--- src/common/cpb_map.svh ---
// Register offsets, field positions, reset values and timing counts
`ifndef CPB_MAP_SVH
`define CPB_MAP_SVH
`define CPB_OFS_OPT3        8'h37
`define CPB_OFS_PHOT0       8'h3c
`define CPB_BIT_OC_EN       10
`define CPB_BIT_OC_LVL      9
`define CPB_BIT_HS_TH       7
`define CPB_BIT_LS_TH       6
`define CPB_BIT_FL_TH       5
`define CPB_BIT_RT_HI       4
`define CPB_BIT_RT_LO       3
`define CPB_BIT_BOOST_EN    2
`define CPB_BIT_BOOST_STAT  1
`define CPB_BIT_CRIT_HI     15
`define CPB_BIT_CRIT_LO     11
`define CPB_OPT3_WMASK      16'h06fc
`define CPB_OPT3_RST        16'h0240
`define CPB_PHOT0_WMASK     16'hfefe
`define CPB_PHOT0_RST       16'h4a56
`define CPB_CLK_MHZ         20
`define CPB_RT_150_US       150
`define CPB_RT_250_US       250
`define CPB_RT_50_US        50
`define CPB_RT_150_CYC      (`CPB_RT_150_US * `CPB_CLK_MHZ)
`define CPB_RT_250_CYC      (`CPB_RT_250_US * `CPB_CLK_MHZ)
`define CPB_RT_50_CYC       (`CPB_RT_50_US * `CPB_CLK_MHZ)
`define CPB_MIN_LIMIT_MA    1536
`endif

--- src/common/cpb_pkg.sv ---
// Types for the charger protection and boost configuration block
`default_nettype none
package cpb_pkg;
  typedef struct packed {
    logic       wr;
    logic       rd;
    logic [7:0] addr;
    logic [15:0] wdata;
  } cpb_req_t;
  typedef enum logic [1:0] {
    CPB_IDLE  = 2'b00,
    CPB_WAIT  = 2'b01,
    CPB_BOOST = 2'b10
  } cpb_state_t;
endpackage
`default_nettype wire

--- src/hw/cpb_config.sv ---
// Protection and boost option registers with boost entry sequencing
// Function
// - Bit 10 enables input over-current protection
// - Bit 7 enables high-side short at 750mV
// - Bit 6 enables low-side short at 250mV
// - Low-side threshold limits current in boost
// - Bit 5 picks fast limit comparator threshold
// - Bits 4:3 pick boost response delay
// - Bit 2 enables boost mode
// - Battery removal clears boost enable
// - Bit 1 reads boost status
// - Critical level five bits drives trip level
`timescale 1ns/1ns
`default_nettype none
`include "cpb_map.svh"
module cpb_config
  import cpb_pkg::*;
#(
  parameter int unsigned RT150_CYC = `CPB_RT_150_CYC,
  parameter int unsigned RT250_CYC = `CPB_RT_250_CYC,
  parameter int unsigned RT50_CYC  = `CPB_RT_50_CYC
)(
  input  wire logic        clock,
  input  wire logic        rst_n,
  input  wire cpb_req_t    req,
  output var  logic [15:0] rdata,
  output var  logic        rvalid,
  input  wire logic        battery_present_n,
  input  wire logic        fast_limit_over,
  output var  logic        input_overcurrent_enable,
  output var  logic        input_overcurrent_level,
  output var  logic [4:0]  critical_current_level,
  output var  logic        high_side_short_threshold,
  output var  logic        low_side_short_threshold,
  output var  logic        cycle_limit_enable,
  output var  logic        fast_limit_threshold,
  output var  logic        boost_active
);
  logic [15:0] opt3_r;
  logic [15:0] phot0_r;
  logic [15:0] rdata_r;
  logic        rvalid_r;
  logic [2:0]  bp_sync_r;
  logic [1:0]  fl_sync_r;
  logic [15:0] cnt_r;
  logic [15:0] cnt_nxt;
  cpb_state_t  st_r;
  cpb_state_t  st_nxt;
  logic        oc_en_r;
  logic        oc_lvl_r;
  logic [4:0]  crit_r;
  logic        hs_r;
  logic        ls_r;
  logic        cyc_r;
  logic        flth_r;
  logic        bst_r;
  logic [15:0] wait_len_r;
  logic [1:0]  wait_sel_r;
  logic [15:0] wait_exp;
  // Reset images of the two registers, used to seed the field outputs
  localparam logic [15:0] OPT3_RST  = `CPB_OPT3_RST;
  localparam logic [15:0] PHOT0_RST = `CPB_PHOT0_RST;

  function automatic logic [15:0] resp_cycles(input logic [1:0] sel);
    if (sel[1])
      resp_cycles = 16'(RT50_CYC);
    else if (sel[0])
      resp_cycles = 16'(RT250_CYC);
    else
      resp_cycles = 16'(RT150_CYC);
  endfunction

  wire        wr_opt3   = req.wr && (req.addr == `CPB_OFS_OPT3);
  wire        wr_phot0  = req.wr && (req.addr == `CPB_OFS_PHOT0);
  wire        sel_opt3  = req.addr == `CPB_OFS_OPT3;
  wire        sel_phot0 = req.addr == `CPB_OFS_PHOT0;
  // Battery pulled: sync level went from low (present) to high
  wire        bat_removed = bp_sync_r[1] && !bp_sync_r[2];
  wire        fl_over   = fl_sync_r[1];
  wire [15:0] opt3_wr_val = (opt3_r & ~`CPB_OPT3_WMASK) | (req.wdata & `CPB_OPT3_WMASK);
  wire [15:0] opt3_base   = wr_opt3 ? opt3_wr_val : opt3_r;
  // Removal wins over a same-cycle host write setting the enable
  wire [15:0] opt3_nxt    = bat_removed ? (opt3_base & ~(16'h1 << `CPB_BIT_BOOST_EN)) : opt3_base;
  wire        boost_en    = opt3_r[`CPB_BIT_BOOST_EN];
  wire        in_boost    = st_r == CPB_BOOST;
  wire [15:0] stat_word   = 16'(in_boost) << `CPB_BIT_BOOST_STAT;
  wire [15:0] opt3_rd     = (opt3_r & `CPB_OPT3_WMASK) | stat_word;
  wire [15:0] phot0_rd    = phot0_r & `CPB_PHOT0_WMASK;
  wire [15:0] rd_val      = sel_opt3 ? opt3_rd : (sel_phot0 ? phot0_rd : 16'h0000);

  always_comb
  begin
    st_nxt  = st_r;
    cnt_nxt = cnt_r;
    case (st_r)
      CPB_IDLE:
        if (boost_en && fl_over)
        begin
          st_nxt  = CPB_WAIT;
          cnt_nxt = resp_cycles(opt3_r[`CPB_BIT_RT_HI:`CPB_BIT_RT_LO]);
        end
      CPB_WAIT:
        if (!boost_en || !fl_over)
          st_nxt = CPB_IDLE;
        else if (cnt_r <= 16'h0001)
          st_nxt = CPB_BOOST;
        else
          cnt_nxt = cnt_r - 16'h0001;
      CPB_BOOST:
        if (!boost_en || !fl_over)
          st_nxt = CPB_IDLE;
      default:
        st_nxt = CPB_IDLE;
    endcase
  end

  // Option three: host write merged under the mask, then removal clear
  always_ff @(posedge clock)
  begin
    if (!rst_n)
      opt3_r <= `CPB_OPT3_RST;
    else
      opt3_r <= opt3_nxt;
  end

  // Processor-hot option zero keeps only its writable bits
  always_ff @(posedge clock)
  begin
    if (!rst_n)
      phot0_r <= `CPB_PHOT0_RST;
    else if (wr_phot0)
      phot0_r <= req.wdata & `CPB_PHOT0_WMASK;
  end

  // Pin synchronisers; a battery pulled during reset clears the enable on the third cycle after release, including an enable written in those three cycles
  always_ff @(posedge clock)
  begin
    if (!rst_n)
    begin
      bp_sync_r <= 3'b000;
      fl_sync_r <= 2'b00;
    end
    else
    begin
      bp_sync_r <= {bp_sync_r[1:0], battery_present_n};
      fl_sync_r <= {fl_sync_r[0], fast_limit_over};
    end
  end

  always_ff @(posedge clock)
  begin
    if (!rst_n)
    begin
      st_r  <= CPB_IDLE;
      cnt_r <= 16'h0000;
    end
    else
    begin
      st_r  <= st_nxt;
      cnt_r <= cnt_nxt;
    end
  end

  // Read data is captured with the request and stands until the next read
  always_ff @(posedge clock)
  begin
    if (!rst_n)
    begin
      rdata_r  <= 16'h0000;
      rvalid_r <= 1'b0;
    end
    else
    begin
      rdata_r  <= req.rd ? rd_val : rdata_r;
      rvalid_r <= req.rd;
    end
  end

  // Field outputs mirror the option bits one cycle later
  always_ff @(posedge clock)
  begin
    if (!rst_n)
    begin
      oc_en_r  <= OPT3_RST[`CPB_BIT_OC_EN];
      oc_lvl_r <= OPT3_RST[`CPB_BIT_OC_LVL];
      crit_r   <= PHOT0_RST[`CPB_BIT_CRIT_HI:`CPB_BIT_CRIT_LO];
      hs_r     <= OPT3_RST[`CPB_BIT_HS_TH];
      ls_r     <= OPT3_RST[`CPB_BIT_LS_TH];
      flth_r   <= OPT3_RST[`CPB_BIT_FL_TH];
    end
    else
    begin
      oc_en_r  <= opt3_r[`CPB_BIT_OC_EN];
      oc_lvl_r <= opt3_r[`CPB_BIT_OC_LVL];
      crit_r   <= phot0_r[`CPB_BIT_CRIT_HI:`CPB_BIT_CRIT_LO];
      hs_r     <= opt3_r[`CPB_BIT_HS_TH];
      ls_r     <= opt3_r[`CPB_BIT_LS_TH];
      flth_r   <= opt3_r[`CPB_BIT_FL_TH];
    end
  end

  // Boost flags follow the sequencer state
  always_ff @(posedge clock)
  begin
    if (!rst_n)
    begin
      cyc_r <= 1'b0;
      bst_r <= 1'b0;
    end
    else
    begin
      cyc_r <= opt3_r[`CPB_BIT_LS_TH] && in_boost;
      bst_r <= in_boost;
    end
  end

  assign rdata                     = rdata_r;
  assign rvalid                    = rvalid_r;
  assign input_overcurrent_enable  = oc_en_r;
  assign input_overcurrent_level   = oc_lvl_r;
  assign critical_current_level    = crit_r;
  assign high_side_short_threshold = hs_r;
  assign low_side_short_threshold  = ls_r;
  assign cycle_limit_enable        = cyc_r;
  assign fast_limit_threshold      = flth_r;
  assign boost_active              = bst_r;

  // Checking aid: cycles spent waiting and the response code latched on entry
  always_ff @(posedge clock)
  begin
    if (!rst_n || st_r != CPB_WAIT)
      wait_len_r <= 16'h0000;
    else
      wait_len_r <= wait_len_r + 16'h0001;
  end

  always_ff @(posedge clock)
  begin
    if (!rst_n)
      wait_sel_r <= 2'b00;
    else if (st_r == CPB_IDLE && st_nxt == CPB_WAIT)
      wait_sel_r <= opt3_r[`CPB_BIT_RT_HI:`CPB_BIT_RT_LO];
  end

  assign wait_exp = wait_sel_r[1] ? 16'(RT50_CYC) : (wait_sel_r[0] ? 16'(RT250_CYC) : 16'(RT150_CYC));
endmodule
`default_nettype wire

--- config.mk ---
export PLATFORM = sky130hd
export DESIGN_NAME = cpb_config
export DESIGN_NICKNAME = d
export VERILOG_FILES = /design/src/common/cpb_pkg.sv /design/src/hw/cpb_config.sv
export VERILOG_INCLUDE_DIRS = /design/src /design/src/common
export SDC_FILE = /design/constraint.sdc
export NUM_CORES = 1
export LEC_CHECK = 0
export BUFFER_PORTS_ARGS = -buffer_cell sky130_fd_sc_hd__buf_2
export CAP_MARGIN = 20
export CELL_PAD_IN_SITES_DETAIL_PLACEMENT = 2
export CELL_PAD_IN_SITES_GLOBAL_PLACEMENT = 2
export CORE_UTILIZATION = 33
export DETAILED_ROUTE_END_ITERATION = 16
export GPL_TIMING_DRIVEN = 0
export HOLD_SLACK_MARGIN = 0.05
export PLACE_DENSITY_LB_ADDON = 0.05
export SYNTH_ARGS = -nofsm -noshare
export SYNTH_HDL_FRONTEND = slang
export SYNTH_SLANG_ARGS = --single-unit
--- constraint.sdc ---
create_clock -name clock -period 2.3 [get_ports clock]
set_clock_uncertainty 0.2 [all_clocks]
set_input_delay 0.115 -clock clock [delete_from_list [all_inputs] [get_ports clock]]
set_output_delay 0.115 -clock clock [all_outputs]
set_load 0.03 [all_outputs]
==> impl_metrics.tcl, run 1 <==
set metrics [dict create \
    drc_errors 0 \
    vias_per_cell 5.151 \
    synth_seq_area_share_pct 50.20 \
    met2_wirelength_um 4643 \
    syn_area_um2 2872 \
    setup_tns_ns 0 \
    crit_type "reg2reg" \
    instances_no_fill 498 \
    synth.avg_cell_area_um2 9.477 \
    syn-instance-count 303 \
    arrival_ns 2.24 \
    power_leakage_nw 1.655 \
    critPathMaxFanout 10 \
    min_period_ns 2.201 \
    fp.dieArea_um2 9078 \
    syn_to_final_growth_pct 29.54 \
    drive_gt1_share_pct 22.39 \
    slew_viol_final 0 \
    cts_buffer_depth 2 \
    multi_input_area_um2 1374 \
    tightest_slew_ns 0.7188 \
    grt_overflow 0 \
    die_w_um 95.28 \
    dp_cells 463 \
    cts_buffers 9 \
    wl_um 8998 \
    routedWlPerCell_um 18.07 \
    drt_iter0_drc 78 \
    die_h_um 95.28 \
    cp-end-kind "register" \
    peakVddDrop_v 0.0002511 \
    start_util_pct 34.60 \
    cp.required_ns 2.34 \
    clk_latency_ns 0.34 \
    hp-class "in2reg" \
    setup_violations 0 \
    seq_area_um2 1443 \
    drt_first_pass_iters 4 \
    grt_max_degree 13 \
    vias 2565 \
    max_freq_ghz 0.4544 \
    gp_congestion 0.7638 \
    num-fill-cells 927 \
    path_clk_slew_ns 0.08 \
    core_um2 8299 \
    port_buffers 54 \
    grtUsageTotal_pct 21.24 \
    status "completed" \
    relSlewSlack_pct 51.71 \
    startpoint_type "register" \
    ios 59 \
    wl_met1_um 4003 \
    grt_pass1_vias 2677 \
    hpwl_um 5998 \
    synth-seq-cells 72 \
    nets 422 \
    fp-row-count 33 \
    synthDistinctLibCells 47 \
    antenna_cells 0 \
    fin_crit_sh_pct 95.69 \
    power_density_nw_per_um2 627.0 \
    yosysWarnings 0 \
    cts_tree "done" \
    max-cap-violations 0 \
    drt.antenna.violating_nets 0 \
    antenna_found_initial 0 \
    hold_viol_final 0 \
    maxUsedRoutingLayer "met4" \
    routed-wl-met3_um 297 \
    grt_pass1_wl_um 14230 \
    htreeDepth 3 \
    hold_ws_ns 0.1724 \
    cts_sinks 72 \
    root_buffer "clkbuf_8" \
]
==> Yosys cell counts, drive strengths merged <==
cell / n / area share [%]
a311oi: 2 / 0.61
mux2i: 22 / 7.7
or4: 3 / 0.78
a22o: 6 / 1.8
inv: 8 / 1.0
and2: 13 / 2.8
dfxtp: 72 / 50
a21oi: 13 / 2.3
nand2: 34 / 4.5
o2bb2ai: 1 / 0.31
xor2: 1 / 0.31
nand4: 2 / 0.44
o31ai: 2 / 0.52
a41oi: 1 / 0.31
nor4: 6 / 2.3
o2111ai: 1 / 0.52
nor2: 26 / 3.4
o31a: 6 / 1.8
ha: 2 / 0.87
o21a: 2 / 0.52
clkbuf: 9 / 1.2
or3: 5 / 1.1
nor3b: 2 / 0.92
nand2b: 7 / 1.5
nor2b: 2 / 0.44
a32o: 1 / 0.35
buf: 6 / 1.6
conb: 1 / 0.13
and3: 2 / 0.44
nor3: 9 / 1.7
o211ai: 2 / 0.52
o21ai: 16 / 3.2
clkinv: 1 / 0.13
a31oi: 1 / 0.22
a22oi: 8 / 2.1
nand3: 8 / 1.4
==> worst paths after layout <==
path,from,slack (ns),depth (start not counted),to
max,cnt_r[3],0.1,7,cnt_r[12]
min,req[25],0.17,4,phot0_r[5]
max reg2reg,cnt_r[3],0.1,7,cnt_r[12]
min reg2reg,fl_sync_r[0],0.24,1,fl_sync_r[1]
==> routing by layer <==
metal	vias to the layer above	GRT usage, %
met3	8	5.263
met2	49	39.17
met4	0	4.545
met1	1268	24.55
met5	-	0
li1	1240	-
==> area by class of cell <==
| type | count | share of cell area (%) |
|---|---|---|
| inverters | 9 | 0.9082 |
| plain buffers | 15 | 2.153 |
| flip-flops and latches | 72 | 38.78 |
| clock inverters | 5 | 1.581 |
| well taps | 105 | 3.532 |
| multi-input cells | 208 | 36.93 |
| repair buffers | 75 | 12.78 |
| clock buffers | 9 | 3.330 |
==> per-stage QoR <==
step / instance area (um2) / util (%) / worst slack, ns / total power [W]
floorplan: 2875 / - / 0.2428 / 0.001319
global placement: 3277 / 39.48 / -0.04698 / 0.001366
detailed placement: 3277 / 39.48 / -0.03508 / 0.001367
CTS: 3657 / 44.07 / 0.05948 / 0.002369
global route: 3720 / 44.82 / -0.04682 / 0.002436
finish: 3720 / 44.82 / 0.09913 / 0.002332
==> critical path, stage by stage, from the launching register on <==
cell and delay [ns]:
dfxtp_1 0.42, nor4_4 0.41, o2111ai_4 0.21, o21ai_4 0.27
buf_6 0.19, buf_6 0.16, a21oi_1 0.05, o21a_1 0.18
==> power breakdown <==
group	switching [W]	leakage (nW)	internal (W)
clock network	0.000478	0.0876	0.000491
registers	0.00000158	0.582	0.00125
logic	0.0000618	0.985	0.0000498
total	0.000541	1.65	0.00179
==> cell usage in the layout, fill, tap and decap left out, types with 11 or more instances in the layout <==
cell type      instances
nor2_1                26
nand2_1               33
dfxtp_1               71
and2_1                12
o21ai_0               11
buf_2                 55
a21oi_1               13
dlygate4sd3_1         19
mux2i_1               22
==> logic make-up after synthesis <==
logic type,after synthesis,share of synthesized area (%)
compound gates,62,15.08
simple gates,119,21.79
flops,72,50.20
fa+ha+maj,2,0.8713
xor+xnor,1,0.3051
other cells,1,0.1306
mux,22,7.669
buf+inv,24,3.964
==> sequential cells by signal, summed over array words and instances, names as in the netlist, 2 cells and up <==
signal                  flops
cnt_r                      16
rdata                      14
opt3_r                      8
st_r                        2
phot0_r                    14
bp_sync_r                   3
fl_sync_r                   2
critical_current_level      5
==> repair_timing <==
item / 4_1_cts / 5_1_grt
hold buffers: 19 / 0
setup endpoints to repair: 1 / 13
buffers inserted: 1 / 1
cloned: 0 / 0
pin swaps: 0 / 5
gates resized for setup: 0 / 10
endpoints found under the hold margin: 34 / 0
No activity file was read; power rests on OpenSTA's default activity.
==> run 2: changes to the inputs <==
Settings changed: BUFFER_PORTS_ARGS -buffer_cell sky130_fd_sc_hd__buf_2 to -buffer_cell sky130_fd_sc_hd__buf_4, RECOVER_POWER set to 50.
==> run 2 against run 1 <==
Critical path depth decreased by 2. Sequential share of layout area decreased by 0.18 points. Combinational power increased by 9%. Maximum frequency increased by 0.36%. Routed wire length decreased by 0.97%. Clock power decreased by 1%. Count of clock-buffer cells in the layout increased by 1. Flip-flop and latch count unchanged. Final cell count decreased by 0.20%. Critical path type unchanged. Critical endpoint is now cnt_r[9]. Largest cell class unchanged.
==> impl_metrics.tcl, run 2 (synthesized netlist as in run 1, its figures left out) <==
set metrics [dict create \
    drt_iter0_drc 83 \
    largest-register "cnt_r" \
    path_clk_slew_ns 0.07 \
    die_h_um 95.28 \
    clkPwrFrac_pct 41.1 \
    crit_type "reg2reg" \
    grt_overflow 0 \
    instances_no_fill 497 \
    rr_endpoint "cnt_r[9]" \
    clk_latency_ns 0.34 \
    grtUsageTotal_pct 20.97 \
    power_density_nw_per_um2 624.2 \
    arrival_ns 2.22 \
    power.switching_w 0.0005340 \
    cp.required_ns 2.33 \
    status "completed" \
    root_buffer "clkbuf_8" \
    power_leakage_nw 1.561 \
    fp.dieArea_um2 9078 \
    worstHoldEndpoint "phot0_r[15]" \
    cp-end-kind "register" \
    p_comb_share_pct 5.2 \
    drt.antenna.violating_nets 0 \
    r2r_cells 5 \
    drive_gt1_share_pct 14.54 \
    cts_sinks 72 \
    r2r_slack_ns 0.11 \
    core_um2 8299 \
    largest_reg_flops 16 \
    relSlewSlack_pct 45.52 \
    fp-row-count 33 \
    mostFrequentLayoutCells "71 x dfxtp_1, 37 x clkbuf_1, 33 x nand2_1, 30 x buf_4, 26 x nor2_1" \
    setup_violations 0 \
    die_w_um 95.28 \
    vias 2569 \
    min_period_ns 2.193 \
    cts_buffers 9 \
    tightest_slew_ns 0.8110 \
    pre_cts_ws_ns -0.03955 \
    critPathMaxFanout 5 \
    max_freq_ghz 0.4560 \
    pwr-share-seq_pct 53.7 \
    hold_viol_final 0 \
    port_buffers 54 \
    hpwl_um 5985 \
    p_int_w 0.001799 \
    cts_tree "done" \
    dp_cells 463 \
    antenna_found_initial 0 \
    peakVddDrop_v 0.0002439 \
    slowest_delay_ns 0.51 \
    grt_pass1_vias 2758 \
    grt_max_degree 12 \
    antenna_cells 0 \
    slew_viol_final 0 \
    cts_buffer_depth 2 \
    placed_cell_area_um2 3412 \
    critPathMostFrequentCell "o31a_1" \
    htreeDepth 3 \
    gp_congestion 0.7650 \
    path_cells "nor4_4 -> nand2_2 -> or3_1 -> o31a_1 -> o31a_1" \
    drc_errors 0 \
    worstHoldStart "req[25]" \
    fin_area_um2 3737 \
    hold_ws_ns 0.1763 \
    max-cap-violations 0 \
    swShare_pct 22.89 \
    slowest_stage "nor4_4" \
    grt_pass1_wl_um 14100 \
    final_common_cell "dfxtp_1" \
    final_util_pct 45.03 \
    hp-class "in2reg" \
    vias_per_cell 5.169 \
    syn_to_final_growth_pct 30.15 \
    fin_crit_sh_pct 95.34 \
    whs_path_depth 4 \
    routedWlPerCell_um 17.93 \
    ios 59 \
    worst_slack_ns 0.1071 \
    wl_um 8911 \
    drt_first_pass_iters 4 \
    r2r-start "cnt_r[3]" \
    startpoint_type "register" \
    rsz0062_at_grt "false" \
    nets 421 \
    start_util_pct 34.60 \
]
run 2: cell types whose count changed in the layout (fill, tap and decap cells not counted), sizes merged:
cell	previous run	this run
inv	9	8
buf	62	34
clkinvlp	2	1
clkinv	2	3
clkbuf	18	46
run 2: stage by stage:
step / setup TNS (ns) / power [W]
finish: 0 / 0.002333
global route: 0 / 0.002414
CTS: 0 / 0.002357
detailed placement: -0.03955 / 0.001381
global placement: -0.01964 / 0.001380
floorplan: 0 / 0.001319
run 2: timing repair:
action | 4_1_cts | 5_1_grt
gates resized for setup | 1 | 7
pin swaps | 0 | 2
hold endpoints to repair | 35 | 0
hold buffers | 19 | 0
buffers inserted | 1 | 0
endpoints found under the setup margin | 2 | 15
run 2: area by class of cell:
type / count / area [um2]
Clock inverter: 4 / 47.55
Tap cell: 105 / 131.4
Buffer: 15 / 80.08
Sequential cell: 72 / 1443
Multi-Input combinational cell: 208 / 1373
Timing Repair Buffer: 74 / 501.7
Inverter: 9 / 33.78
Fill cell: 938 / 4562
Clock buffer: 10 / 127.6
run 2: routing by layer:
layer / global-route usage, % / share of wire (%) / up-vias
met4: 7.197 / 0.99 / 0
met5: 0 / 0 / -
met1: 24.34 / 44 / 1273
met2: 38.69 / 51 / 45
met3: 3.270 / 3.6 / 9
li1: - / - / 1242
run 2: power groups by stage:
stage          clock network [W]  logic [W]  registers [W]
2_1_floorplan                  0  0.0000352        0.00128
3_3_place_gp                   0  0.0000980        0.00128
3_5_place_dp                   0  0.0000993        0.00128
4_1_cts                 0.000980   0.000125        0.00125
5_1_grt                  0.00103   0.000135        0.00125
6_report                0.000958   0.000122        0.00125
run 2: worst max path at each step:
stage | startpoint | to | slack [ns]
global placement | cnt_r[0] | cnt_r[14] | -0.02
CTS | cnt_r[4] | cnt_r[12] | 0.03
floorplan | cnt_r[0] | cnt_r[14] | 0.24
finish | cnt_r[3] | cnt_r[9] | 0.11
detailed placement | cnt_r[0] | cnt_r[14] | -0.04
global route | cnt_r[1] | cnt_r[9] | 0.02
run 2: worst max-delay path, delay by kind of cell, from the launching register on:
kind / cells / cell delay, ns
compound gates: 2 / 0.49
flops: 1 / 0.42
simple gates: 3 / 0.98
